**src/core/i2c_irq_pkg.sv**
```systemverilog
`default_nettype none
package i2c_irq_pkg;
    // register byte addresses on the bus
    localparam logic [11:0] FLAGS_ADDR  = 12'h000;
    localparam logic [11:0] VECTOR_ADDR = 12'h004;
    localparam logic [11:0] ENABLE_ADDR = 12'h008;
    localparam logic [11:0] STATUS_ADDR = 12'h00c;
    localparam logic [11:0] MASK_ADDR   = 12'h010;
    localparam logic [11:0] ADDR_MASK   = 12'hffc;

    localparam int FLAG_W = 16;
    localparam int NUM_SRC = 15;

    // flag bit positions
    localparam int RX0_BIT   = 0;
    localparam int TX0_BIT   = 1;
    localparam int START_BIT = 2;
    localparam int STOP_BIT  = 3;
    localparam int ARB_BIT   = 4;
    localparam int NACK_BIT  = 5;
    localparam int BCNT_BIT  = 6;
    localparam int CLTO_BIT  = 7;
    localparam int RX1_BIT   = 8;
    localparam int TX1_BIT   = 9;
    localparam int RX2_BIT   = 10;
    localparam int TX2_BIT   = 11;
    localparam int RX3_BIT   = 12;
    localparam int TX3_BIT   = 13;
    localparam int BIT9_BIT  = 14;

    localparam logic [15:0] FLAGS_RESET  = 16'h0000;
    localparam logic [15:0] FLAGS_WMASK  = 16'h7fff;
    localparam logic [15:0] VECTOR_RESET = 16'h0000;
    localparam logic [15:0] ENABLE_RESET = 16'h0000;
    localparam logic [15:0] NO_VECTOR    = 16'h0000;

    // sticky event status bits for the summary interrupt
    localparam int EV_FLAG   = 0;
    localparam int EV_VCLEAR = 1;
    localparam int EV_W      = 2;

    localparam logic [1:0] HTRANS_NONSEQ = 2'b10;

    typedef enum logic [1:0] {
        MODE_IDLE   = 2'b00,
        MODE_MASTER = 2'b01,
        MODE_SLAVE  = 2'b10
    } bus_mode_t;
endpackage
`default_nettype wire

```
**src/core/flag_event_if.sv**
```systemverilog
`default_nettype none
interface flag_event_if;
    import i2c_irq_pkg::*;
    logic [FLAG_W-1:0] set_req;
    logic [FLAG_W-1:0] flags;
    logic [FLAG_W-1:0] enable;
    logic [FLAG_W-1:0] vector;
    modport ctrl (output set_req, output flags, output enable, input vector);
    modport prio (input flags, input enable, output vector);
    modport gate (input  set_req, output flags, output enable, input vector);
endinterface
`default_nettype wire

```
**src/core/flag_set_gate.sv**
```systemverilog
`default_nettype none
// decides which engine events may set a flag this cycle
module flag_set_gate
    import i2c_irq_pkg::*;
(
    input  wire logic               mode_master,
    input  wire logic               mode_slave,
    input  wire logic [3:0]         addr_seen,
    input  wire logic [FLAG_W-1:0]  raw_event,
    output logic      [FLAG_W-1:0]  gated
);
    always_comb begin
        gated = raw_event;
        gated[FLAG_W-1] = 1'b0;
        gated[NACK_BIT] = raw_event[NACK_BIT] & mode_master;
        gated[RX0_BIT] = raw_event[RX0_BIT] & (mode_master | (mode_slave & addr_seen[0]));
        gated[TX0_BIT] = raw_event[TX0_BIT] & (mode_master | (mode_slave & addr_seen[0]));
        gated[RX1_BIT] = raw_event[RX1_BIT] & mode_slave & addr_seen[1];
        gated[TX1_BIT] = raw_event[TX1_BIT] & mode_slave & addr_seen[1];
        gated[RX2_BIT] = raw_event[RX2_BIT] & mode_slave & addr_seen[2];
        gated[TX2_BIT] = raw_event[TX2_BIT] & mode_slave & addr_seen[2];
        gated[RX3_BIT] = raw_event[RX3_BIT] & mode_slave & addr_seen[3];
        gated[TX3_BIT] = raw_event[TX3_BIT] & mode_slave & addr_seen[3];
    end
endmodule
`default_nettype wire

```
**src/core/vector_encoder.sv**
```systemverilog
`default_nettype none
// priority encoder: lowest code wins
module vector_encoder
    import i2c_irq_pkg::*;
(
    flag_event_if.prio fe
);
    // priority order, highest first
    localparam int ORDER [NUM_SRC] = '{ARB_BIT, NACK_BIT, START_BIT, STOP_BIT,
        RX3_BIT, TX3_BIT, RX2_BIT, TX2_BIT, RX1_BIT, TX1_BIT,
        RX0_BIT, TX0_BIT, BCNT_BIT, CLTO_BIT, BIT9_BIT};

    logic [FLAG_W-1:0] pend;
    always_comb begin
        pend = fe.flags & fe.enable;
        fe.vector = NO_VECTOR;
        for (int i = NUM_SRC - 1; i >= 0; i--) begin
            if (pend[ORDER[i]]) begin
                fe.vector = 16'((i + 1) * 2);
            end
        end
    end
endmodule
`default_nettype wire

```
**src/core/i2c_irq_flag_vector.sv**
```systemverilog
// Added by the designer: the AHB-Lite interface to the registers and the register addresses.
`default_nettype none
// What this block does
// - nack flag at bit 5, set on received nack, only while master.
// - arbitration-lost flag held at bit 4.
// - stop flag at bit 3, set when stop condition detected.
// - start flag at bit 2, set when start condition detected.
// - tx flag bit 1 on tx empty: master, or slave with address 0 seen.
// - rx flag bit 0 on byte received: master, or slave with address 0 seen.
// - vector is read-only, resets to zero, reads 00h with nothing enabled pending.
// - any write to the vector clears every flag except those an engine event sets in the same cycle.
// - codes 02h arb lost, 04h nack, 06h start, 08h stop, highest first.
// - address 3 at 0Ah/0Ch, address 2 at 0Eh/10h, address 1 at 12h/14h.
// - primary rx 16h, primary tx 18h, below the extra addresses.
// - byte count 1Ah, clock low timeout 1Ch, ninth bit 1Eh lowest.
// - tx flags for addresses 1..3 set only in slave mode after that address.
// - ninth bit at 14, timeout at 7, byte count at 6, bit 15 reads zero.
module i2c_irq_flag_vector
    import i2c_irq_pkg::*;
(
    input  wire logic                 clk,
    input  wire logic                 srst,
    input  wire logic                 hsel,
    input  wire logic [11:0]          haddr,
    input  wire logic [1:0]           htrans,
    input  wire logic                 hwrite,
    input  wire logic [2:0]           hsize,
    input  wire logic                 hready,
    input  wire logic [31:0]          hwdata,
    output logic      [31:0]          hrdata,
    output logic                      hreadyout,
    output logic                      hresp,
    input  wire i2c_irq_pkg::bus_mode_t bus_mode,
    input  wire logic [3:0]           addr_seen,
    input  wire logic [FLAG_W-1:0]    raw_event,
    output logic [FLAG_W-1:0]         pending_flags,
    output logic                      irq
);
    import i2c_irq_pkg::*;

    typedef struct packed {
        logic              dp_valid;
        logic              dp_write;
        logic [11:0]       dp_addr;
        logic [FLAG_W-1:0] flags;
        logic [FLAG_W-1:0] enable;
        logic [EV_W-1:0]   status;
        logic [EV_W-1:0]   mask;
        logic [31:0]       rdata;
        logic              irq;
    } state_t;

    state_t cur;
    state_t next_cur;

    flag_event_if fe ();
    logic [FLAG_W-1:0] gated;

    flag_set_gate u_gate (
        .mode_master (bus_mode == MODE_MASTER),
        .mode_slave  (bus_mode == MODE_SLAVE),
        .addr_seen   (addr_seen),
        .raw_event   (raw_event),
        .gated       (gated)
    );

    vector_encoder u_enc (
        .fe (fe)
    );

    assign fe.set_req = gated;
    assign fe.flags   = cur.flags;
    assign fe.enable  = cur.enable;

    function automatic logic hit(input logic [11:0] a, input logic [11:0] reg_addr);
        hit = (a & ADDR_MASK) == reg_addr;
    endfunction

    logic addr_take;
    logic wr_flags;
    logic wr_vec;
    logic rd_status;
    logic [FLAG_W-1:0] next_flags;

    always_comb begin
        next_cur = cur;
        next_flags = cur.flags;
        addr_take = hsel && hready && (htrans == HTRANS_NONSEQ);
        wr_flags = cur.dp_valid && cur.dp_write && hit(cur.dp_addr, FLAGS_ADDR);
        wr_vec = cur.dp_valid && cur.dp_write && hit(cur.dp_addr, VECTOR_ADDR);
        rd_status = cur.dp_valid && !cur.dp_write && hit(cur.dp_addr, STATUS_ADDR);

        next_cur.dp_valid = addr_take;
        next_cur.dp_write = hwrite;
        next_cur.dp_addr = haddr;

        if (wr_flags) begin
            next_flags = hwdata[FLAG_W-1:0] & FLAGS_WMASK;
        end
        if (wr_vec) begin
            next_flags = FLAGS_RESET;
        end
        // engine events win over a clear in the same cycle
        next_flags = next_flags | fe.set_req;
        next_cur.flags = next_flags & FLAGS_WMASK;

        if (cur.dp_valid && cur.dp_write && hit(cur.dp_addr, ENABLE_ADDR)) begin
            next_cur.enable = hwdata[FLAG_W-1:0] & FLAGS_WMASK;
        end
        if (cur.dp_valid && cur.dp_write && hit(cur.dp_addr, MASK_ADDR)) begin
            next_cur.mask = hwdata[EV_W-1:0];
        end

        next_cur.status = rd_status ? '0 : cur.status;
        next_cur.status[EV_FLAG] = next_cur.status[EV_FLAG] | (|gated);
        next_cur.status[EV_VCLEAR] = next_cur.status[EV_VCLEAR] | wr_vec;

        next_cur.rdata = 32'h0000_0000;
        if (addr_take && !hwrite) begin
            if (hit(haddr, FLAGS_ADDR)) begin
                next_cur.rdata = {16'h0000, cur.flags};
            end else if (hit(haddr, VECTOR_ADDR)) begin
                next_cur.rdata = {16'h0000, fe.vector};
            end else if (hit(haddr, ENABLE_ADDR)) begin
                next_cur.rdata = {16'h0000, cur.enable};
            end else if (hit(haddr, STATUS_ADDR)) begin
                next_cur.rdata = {30'h0, cur.status};
            end else if (hit(haddr, MASK_ADDR)) begin
                next_cur.rdata = {30'h0, cur.mask};
            end
        end

        next_cur.irq = |(next_cur.status & next_cur.mask);
    end

    always_ff @(posedge clk) begin
        if (srst) begin
            cur.dp_valid <= 1'b0;
            cur.dp_write <= 1'b0;
            cur.dp_addr <= 12'h000;
            cur.flags <= FLAGS_RESET;
            cur.enable <= ENABLE_RESET;
            cur.status <= 2'h0;
            cur.mask <= 2'h0;
            cur.rdata <= 32'h0000_0000;
            cur.irq <= 1'b0;
        end else begin
            cur <= next_cur;
        end
    end

    assign hrdata = cur.rdata;
    assign hreadyout = 1'b1;
    assign hresp = 1'b0;
    assign pending_flags = cur.flags;
    assign irq = cur.irq;

    nack_master_a: assert property (@(posedge clk) disable iff (srst)
        (bus_mode != MODE_MASTER && !cur.flags[NACK_BIT] && !wr_flags)
        |=> !cur.flags[NACK_BIT]) else $error("nack flag set outside master mode");
    arb_set_a: assert property (@(posedge clk) disable iff (srst)
        raw_event[ARB_BIT] |=> cur.flags[ARB_BIT]) else $error("arb lost not latched");
    stop_set_a: assert property (@(posedge clk) disable iff (srst)
        raw_event[STOP_BIT] |=> cur.flags[STOP_BIT]) else $error("stop not latched");
    start_set_a: assert property (@(posedge clk) disable iff (srst)
        raw_event[START_BIT] |=> cur.flags[START_BIT]) else $error("start not latched");
    tx0_gate_a: assert property (@(posedge clk) disable iff (srst)
        (raw_event[TX0_BIT] && bus_mode == MODE_MASTER) |=> cur.flags[TX0_BIT])
        else $error("tx0 not set in master");
    rx0_gate_a: assert property (@(posedge clk) disable iff (srst)
        (raw_event[RX0_BIT] && bus_mode == MODE_SLAVE && !addr_seen[0] && !cur.flags[RX0_BIT]
         && !wr_flags) |=> !cur.flags[RX0_BIT]) else $error("rx0 set without address match");
    vec_zero_a: assert property (@(posedge clk) disable iff (srst)
        ((cur.flags & cur.enable) == '0) |-> fe.vector == NO_VECTOR)
        else $error("vector nonzero with nothing pending");
    vec_clear_a: assert property (@(posedge clk) disable iff (srst)
        (wr_vec && raw_event == '0) |=> cur.flags == '0) else $error("vector write kept flags");
    arb_top_a: assert property (@(posedge clk) disable iff (srst)
        (cur.flags[ARB_BIT] && cur.enable[ARB_BIT]) |-> fe.vector == 16'h0002)
        else $error("arb lost not top priority");
    bit9_low_a: assert property (@(posedge clk) disable iff (srst)
        ((cur.flags & cur.enable) == 16'h4000) |-> fe.vector == 16'h001e)
        else $error("ninth bit code wrong");
    reserved_zero_a: assert property (@(posedge clk) disable iff (srst)
        !cur.flags[FLAG_W-1]) else $error("reserved bit set");
    tx3_gate_a: assert property (@(posedge clk) disable iff (srst)
        (raw_event[TX3_BIT] && bus_mode == MODE_SLAVE && addr_seen[3]) |=> cur.flags[TX3_BIT])
        else $error("tx3 not set");
    flag_write_a: assert property (@(posedge clk) disable iff (srst)
        (wr_flags && raw_event == '0) |=> cur.flags == ($past(hwdata[FLAG_W-1:0]) & FLAGS_WMASK))
        else $error("flag write not applied");

    logic [FLAG_W-1:0] pend;
    assign pend = cur.flags & cur.enable;

    // each source reports its code when nothing ranked above it is pending
    nack_code_a: assert property (@(posedge clk) disable iff (srst)
        (pend[NACK_BIT] && (pend & 16'h0010) == '0) |-> fe.vector == 16'h0004)
        else $error("nack code wrong");
    start_code_a: assert property (@(posedge clk) disable iff (srst)
        (pend[START_BIT] && (pend & 16'h0030) == '0) |-> fe.vector == 16'h0006)
        else $error("start code wrong");
    stop_code_a: assert property (@(posedge clk) disable iff (srst)
        (pend[STOP_BIT] && (pend & 16'h0034) == '0) |-> fe.vector == 16'h0008)
        else $error("stop code wrong");
    rx3_code_a: assert property (@(posedge clk) disable iff (srst)
        (pend[RX3_BIT] && (pend & 16'h003c) == '0) |-> fe.vector == 16'h000a)
        else $error("rx3 code wrong");
    tx3_code_a: assert property (@(posedge clk) disable iff (srst)
        (pend[TX3_BIT] && (pend & 16'h103c) == '0) |-> fe.vector == 16'h000c)
        else $error("tx3 code wrong");
    rx2_code_a: assert property (@(posedge clk) disable iff (srst)
        (pend[RX2_BIT] && (pend & 16'h303c) == '0) |-> fe.vector == 16'h000e)
        else $error("rx2 code wrong");
    tx2_code_a: assert property (@(posedge clk) disable iff (srst)
        (pend[TX2_BIT] && (pend & 16'h343c) == '0) |-> fe.vector == 16'h0010)
        else $error("tx2 code wrong");
    rx1_code_a: assert property (@(posedge clk) disable iff (srst)
        (pend[RX1_BIT] && (pend & 16'h3c3c) == '0) |-> fe.vector == 16'h0012)
        else $error("rx1 code wrong");
    tx1_code_a: assert property (@(posedge clk) disable iff (srst)
        (pend[TX1_BIT] && (pend & 16'h3d3c) == '0) |-> fe.vector == 16'h0014)
        else $error("tx1 code wrong");
    rx0_code_a: assert property (@(posedge clk) disable iff (srst)
        (pend[RX0_BIT] && (pend & 16'h3f3c) == '0) |-> fe.vector == 16'h0016)
        else $error("rx0 code wrong");
    tx0_code_a: assert property (@(posedge clk) disable iff (srst)
        (pend[TX0_BIT] && (pend & 16'h3f3d) == '0) |-> fe.vector == 16'h0018)
        else $error("tx0 code wrong");
    bcnt_code_a: assert property (@(posedge clk) disable iff (srst)
        (pend[BCNT_BIT] && (pend & 16'h3f3f) == '0) |-> fe.vector == 16'h001a)
        else $error("byte count code wrong");
    clto_code_a: assert property (@(posedge clk) disable iff (srst)
        (pend[CLTO_BIT] && (pend & 16'h3f7f) == '0) |-> fe.vector == 16'h001c)
        else $error("timeout code wrong");

    vec_even_a: assert property (@(posedge clk) disable iff (srst)
        !fe.vector[0] && fe.vector <= 16'h001e)
        else $error("vector code out of range");

    nack_set_a: assert property (@(posedge clk) disable iff (srst)
        (raw_event[NACK_BIT] && bus_mode == MODE_MASTER) |=> cur.flags[NACK_BIT])
        else $error("nack not set in master");
    tx0_slave_a: assert property (@(posedge clk) disable iff (srst)
        (raw_event[TX0_BIT] && bus_mode == MODE_SLAVE && addr_seen[0]) |=> cur.flags[TX0_BIT])
        else $error("tx0 not set in addressed slave");
    tx0_block_a: assert property (@(posedge clk) disable iff (srst)
        (bus_mode == MODE_SLAVE && !addr_seen[0] && !cur.flags[TX0_BIT] && !wr_flags)
        |=> !cur.flags[TX0_BIT]) else $error("tx0 set without address match");
    tx0_idle_a: assert property (@(posedge clk) disable iff (srst)
        (bus_mode == MODE_IDLE && !cur.flags[TX0_BIT] && !wr_flags)
        |=> !cur.flags[TX0_BIT]) else $error("tx0 set while idle");
    rx0_master_a: assert property (@(posedge clk) disable iff (srst)
        (raw_event[RX0_BIT] && bus_mode == MODE_MASTER) |=> cur.flags[RX0_BIT])
        else $error("rx0 not set in master");
    rx0_slave_a: assert property (@(posedge clk) disable iff (srst)
        (raw_event[RX0_BIT] && bus_mode == MODE_SLAVE && addr_seen[0]) |=> cur.flags[RX0_BIT])
        else $error("rx0 not set in addressed slave");
    rx0_idle_a: assert property (@(posedge clk) disable iff (srst)
        (bus_mode == MODE_IDLE && !cur.flags[RX0_BIT] && !wr_flags)
        |=> !cur.flags[RX0_BIT]) else $error("rx0 set while idle");
    tx1_gate_a: assert property (@(posedge clk) disable iff (srst)
        (raw_event[TX1_BIT] && bus_mode == MODE_SLAVE && addr_seen[1]) |=> cur.flags[TX1_BIT])
        else $error("tx1 not set");
    tx2_gate_a: assert property (@(posedge clk) disable iff (srst)
        (raw_event[TX2_BIT] && bus_mode == MODE_SLAVE && addr_seen[2]) |=> cur.flags[TX2_BIT])
        else $error("tx2 not set");
    tx1_addr_a: assert property (@(posedge clk) disable iff (srst)
        (!addr_seen[1] && !cur.flags[TX1_BIT] && !wr_flags)
        |=> !cur.flags[TX1_BIT]) else $error("tx1 set without address match");
    tx_slave_only_a: assert property (@(posedge clk) disable iff (srst)
        (bus_mode != MODE_SLAVE && (cur.flags & 16'h2a00) == '0 && !wr_flags)
        |=> (cur.flags & 16'h2a00) == '0) else $error("extra tx flag set outside slave");
    rx1_gate_a: assert property (@(posedge clk) disable iff (srst)
        (raw_event[RX1_BIT] && bus_mode == MODE_SLAVE && addr_seen[1]) |=> cur.flags[RX1_BIT])
        else $error("rx1 not set");
    rx2_gate_a: assert property (@(posedge clk) disable iff (srst)
        (raw_event[RX2_BIT] && bus_mode == MODE_SLAVE && addr_seen[2]) |=> cur.flags[RX2_BIT])
        else $error("rx2 not set");
    rx3_gate_a: assert property (@(posedge clk) disable iff (srst)
        (raw_event[RX3_BIT] && bus_mode == MODE_SLAVE && addr_seen[3]) |=> cur.flags[RX3_BIT])
        else $error("rx3 not set");
    rx_slave_only_a: assert property (@(posedge clk) disable iff (srst)
        (bus_mode != MODE_SLAVE && (cur.flags & 16'h1500) == '0 && !wr_flags)
        |=> (cur.flags & 16'h1500) == '0) else $error("extra rx flag set outside slave");
    bcnt_set_a: assert property (@(posedge clk) disable iff (srst)
        raw_event[BCNT_BIT] |=> cur.flags[BCNT_BIT]) else $error("byte count not latched");
    clto_set_a: assert property (@(posedge clk) disable iff (srst)
        raw_event[CLTO_BIT] |=> cur.flags[CLTO_BIT]) else $error("timeout not latched");
    bit9_set_a: assert property (@(posedge clk) disable iff (srst)
        raw_event[BIT9_BIT] |=> cur.flags[BIT9_BIT]) else $error("ninth bit not latched");
    arb_hold_a: assert property (@(posedge clk) disable iff (srst)
        (!raw_event[ARB_BIT] && !wr_flags && !cur.flags[ARB_BIT])
        |=> !cur.flags[ARB_BIT]) else $error("arb lost set without event");
    stop_hold_a: assert property (@(posedge clk) disable iff (srst)
        (!raw_event[STOP_BIT] && !wr_flags && !cur.flags[STOP_BIT])
        |=> !cur.flags[STOP_BIT]) else $error("stop set without event");
    start_hold_a: assert property (@(posedge clk) disable iff (srst)
        (!raw_event[START_BIT] && !wr_flags && !cur.flags[START_BIT])
        |=> !cur.flags[START_BIT]) else $error("start set without event");

    vec_ro_a: assert property (@(posedge clk) disable iff (srst)
        wr_vec |=> cur.enable == $past(cur.enable)) else $error("vector write changed enable");
    vec_event_a: assert property (@(posedge clk) disable iff (srst)
        wr_vec |=> (cur.flags & ~$past(gated)) == '0) else $error("vector write left flags");
    flag_event_a: assert property (@(posedge clk) disable iff (srst)
        wr_flags |=> cur.flags == (($past(hwdata[FLAG_W-1:0]) | $past(gated)) & FLAGS_WMASK))
        else $error("flag write with event wrong");
    flag_keep_a: assert property (@(posedge clk) disable iff (srst)
        (!wr_flags && !wr_vec && raw_event == '0) |=> cur.flags == $past(cur.flags))
        else $error("flags changed without cause");
    enable_write_a: assert property (@(posedge clk) disable iff (srst)
        (cur.dp_valid && cur.dp_write && hit(cur.dp_addr, ENABLE_ADDR))
        |=> cur.enable == ($past(hwdata[FLAG_W-1:0]) & FLAGS_WMASK)) else $error("enable lost");
    mask_write_a: assert property (@(posedge clk) disable iff (srst)
        (cur.dp_valid && cur.dp_write && hit(cur.dp_addr, MASK_ADDR))
        |=> cur.mask == $past(hwdata[EV_W-1:0])) else $error("mask write lost");
    status_clear_a: assert property (@(posedge clk) disable iff (srst)
        (rd_status && !(|gated) && !wr_vec) |=> cur.status == '0)
        else $error("status read did not clear");
    event_status_a: assert property (@(posedge clk) disable iff (srst)
        (|gated) |=> cur.status[EV_FLAG]) else $error("event status not set");
    rdata_idle_a: assert property (@(posedge clk) disable iff (srst)
        !(addr_take && !hwrite) |=> hrdata == '0) else $error("read data outside read");
    reset_clear_a: assert property (@(posedge clk)
        srst |=> (cur.flags == FLAGS_RESET && !cur.irq && hrdata == '0))
        else $error("reset left state");
    vec_reset_a: assert property (@(posedge clk)
        srst |=> fe.vector == NO_VECTOR) else $error("vector not zero after reset");

    vec_clear_c: cover property (@(posedge clk) disable iff (srst) wr_vec);
    irq_c: cover property (@(posedge clk) disable iff (srst) cur.irq);
    slave_tx_c: cover property (@(posedge clk) disable iff (srst)
        raw_event[TX1_BIT] && bus_mode == MODE_SLAVE && addr_seen[1]);
    arb_code_c: cover property (@(posedge clk) disable iff (srst) fe.vector == 16'h0002);
    status_read_c: cover property (@(posedge clk) disable iff (srst) rd_status);
endmodule
`default_nettype wire

```
**config.mk**
```make
export PLATFORM = sky130hd
export DESIGN_NAME = i2c_irq_flag_vector
export DESIGN_NICKNAME = d
export VERILOG_FILES = /design/src/core/i2c_irq_pkg.sv /design/src/core/flag_event_if.sv /design/src/core/flag_set_gate.sv /design/src/core/vector_encoder.sv /design/src/core/i2c_irq_flag_vector.sv
export SDC_FILE = /design/constraint.sdc
export NUM_CORES = 1
export LEC_CHECK = 0
export ABC_CLOCK_PERIOD_IN_PS = 2560
export CAP_MARGIN = 20
export CORE_UTILIZATION = 53
export CTS_CLUSTER_SIZE = 8
export DETAILED_ROUTE_END_ITERATION = 10
export DONT_BUFFER_PORTS = 1
export GPL_TIMING_DRIVEN = 0
export PLACE_DENSITY = 0.68
export SYNTH_ARGS = -nofsm -noshare
export SYNTH_HDL_FRONTEND = slang
export SYNTH_SLANG_ARGS = --single-unit
```
**constraint.sdc**
```tcl
create_clock -name clk -period 2.56 [get_ports clk]
set_input_delay 0.256 -clock clk [delete_from_list [all_inputs] [get_ports clk]]
set_output_delay 0.256 -clock clk [all_outputs]
set_load 0.02 [all_outputs]
```
==> impl_metrics.py <==
metrics = {
    "critical_path": {
        "path_class": "reg -> reg",
        "crit_top_cell": "nor4_4",
        "cp-start-kind": "flop",
        "cp_num_cells": 6,
        "cp.required_ns": 2.75,
        "crit_chain": "nor4_4 -> nand2_2 -> nor4_4 -> buf_6 -> mux2i_1 -> o22ai_2",
        "slowest_delay_ns": 0.46,
        "timing.rr.start": "cur[76]$_SDFF_PP0_",
        "path_delay_family": "simple AND/OR/NAND/NOR gates",
        "r2r_cells": 6,
        "critPathArrivalTime_ns": 2.26,
        "cp-startpoint": "cur[76]$_SDFF_PP0_",
        "cp_slowest_cell": "nor4_4",
        "end_kind": "flop",
        "crit_buf_inv": 1,
        "cp_max_fo": 10,
    },
    "grt": {
        "grt_antenna_before_repair": 0,
        "grt_pass1_vias": 2262,
        "gr-total-overflow": 0,
        "grt_pass1_wl_mm": 11.0,
        "grt.total_usage_pct": 23.4,
        "grt_max_degree": 12,
    },
    "power_and_ir_drop": {
        "p_per_area_nw_per_um2": 645,
        "p_leak_uw": 0.00134,
        "ir_drop_mv": 0.451,
    },
    "final_layout": {
        "drive_gt1_share_pct": 28.2,
        "mostFrequentLayoutCell": "dfxtp_1",
        "antenna_cells": 0,
        "area_growth_pct": 13.4,
        "finalNetCount": 464,
        "most-common-layout-cells": "dfxtp_1, buf_4, nand2_1",
        "fin_area_um2": 3660,
        "postLayoutCoreUtil_pct": 62.2,
        "stdcell_count": 468,
        "num-fill-cells": 534,
    },
    "routing": {
        "drt_iter0_drc": 138,
        "num_vias": 2487,
        "routed_wl_mm": 7.22,
        "drtAntennaViolNets": 0,
        "wl_per_cell_um": 15.4,
        "routed_via_density": 5.31,
        "drc": 0,
        "first_pass_iters": 4,
    },
    "placed_design": {
        "placed_cells": 452,
        "placed_area_um2": 3390,
        "portBuffers": 0,
        "gp_congestion": 0.875,
        "dp_hpwl_mm": 5.39,
    },
    "timing": {
        "hold_slack_ns": 0.0412,
        "maxSlewHeadroom_pct": 39.2,
        "skew_ns": 0.00910,
        "worst_pin_slew_ns": 0.912,
        "period_needed_ns": 2.07,
        "setup_tns_ns": 0,
        "finalHoldViolCount": 0,
        "min_period_over_period_pct": 80.8,
        "setup_viol": 0,
        "timing.fmax_mhz": 483,
        "slew_viol_final": 0,
        "rsz0062_at_grt": "false",
    },
    "cts": {
        "cts_buffer_depth": 2,
        "root_buffer": "clkbuf_8",
        "cts_htree_levels": 3,
        "numCtsBuffers": 9,
        "tritoncts": "yes",
        "clk_pin_slew_ns": 0.07,
        "cts_resized": 0,
        "clock_sinks": 62,
        "ctsHoldBuffers": 0,
        "post_cts_buffers": 0,
        "clk_latency_ns": 0.34,
    },
    "hold_path": {
        "holdPathStages": 1,
        "min_from": "hwrite",
        "min_path_type": "in -> reg",
    },
    "logic_synthesis": {
        "ys_types": 50,
        "synth.avg_cell_area_um2": 9.00,
        "seq_area_frac_synth_pct": 38.4,
        "synth_top_area_share_pct": 38.4,
        "syn_inst": 359,
        "synth-main-ff-cell": "dfxtp_1",
        "ys_seq_elements": 62,
        "synth_largest_area_cell": "dfxtp_1",
        "synth_edf_count": 0,
        "syn-cell-area_um2": 3230,
        "ys_warn_count": 0,
        "synth.area.top_cells": "dfxtp_1, buf_4, mux2i_1",
        "async_flop_share_pct": 0,
    },
    "floorplan": {
        "rows": 28,
        "start_util_pct": 54.9,
        "dieArea_um2": 6410,
        "core-area_um2": 5890,
        "dieHeight_um": 80.1,
        "die_w_um": 80.1,
        "ios": 127,
    },
    "run": {
        "drv_cap": 0,
    },
    "run_status": {
        "outcome": "finished clean",
    },
}
[synthesized netlist by cell type (3+ instances only)]
master and n:
o21ai_0 10, nand3_1 7, clkbuf_1 7, buf_4 50
nor2_1 26, nor2b_1 14, a21oi_2 10, nor3_1 5
dfxtp_1 62, mux2i_1 18, nand2_1 40, nand2b_1 4
o22ai_2 8, inv_1 11, a22oi_1 15, a21oi_1 10
buf_2 4, a22o_1 4, nand2_2 11, nor4_4 3
[through the flow]
step	power, µW	setup WS, ns
floorplan	1210	0.787
finish	2360	0.491
CTS	2380	0.490
global placement	1230	0.543
detailed placement	1240	0.527
global route	2450	0.366
[kinds of logic after synthesis]
kind of cell,Yosys count,synth area share (%)
compound gates,78,19.5
mux,18,5.58
simple gates,124,21.2
flops,62,38.4
buf+inv,75,15.1
other cells,2,0.233
[report_power, final]
part | internal [µW] | leakage [µW] | switching, µW
combinational | 79.7 | 0.000705 | 115
clock | 770 | 0.000132 | 374
sequential | 991 | 0.000506 | 32.7
total | 1840 | 0.00134 | 521
[worst register-to-register path: cells and delay by family, from the launching register on]
family | cells | cell delay (ns)
multiplexers | 1 | 0.28
AO/OA/AOI/OAI | 1 | 0.11
flip-flops | 1 | 0.33
buffers and inverters | 1 | 0.27
AND/OR/NAND/NOR | 3 | 0.94
[layout make-up]
cell class	instances	area, µm²	area share, %
plain buffers	64	448	12.2
clock buffers	10	138	3.76
clock inverters	6	133	3.62
inverters	11	41.3	1.13
multi-input cells	240	1570	42.8
flip-flops and latches	62	1240	33.9
well taps	75	93.8	2.56
[registers in the layout, summed over array words and instances, names as in the netlist]
register       count
pending_flags     15
irq                1
cur               16
hrdata            15
fe.enable         15
[layer usage]
layer  global-route usage, %  routed length, µm  vias up
li1                        -                  -     1241
met1                    31.1               3270     1136
met2                    35.4               3290       97
met3                    6.93                533       13
met4                    9.11                123        0
met5                       0                  0        -
[worst paths after layout]
check	end	slack [ns]
max	pending_flags[10]$_SDFF_PP0_	0.49
min	cur[81]$_SDFF_PP0_	0.04
max reg2reg	pending_flags[10]$_SDFF_PP0_	0.49
min reg2reg	fe.enable[4]$_SDFFE_PP0P_	0.47
(Power assumes the default switching activity.)
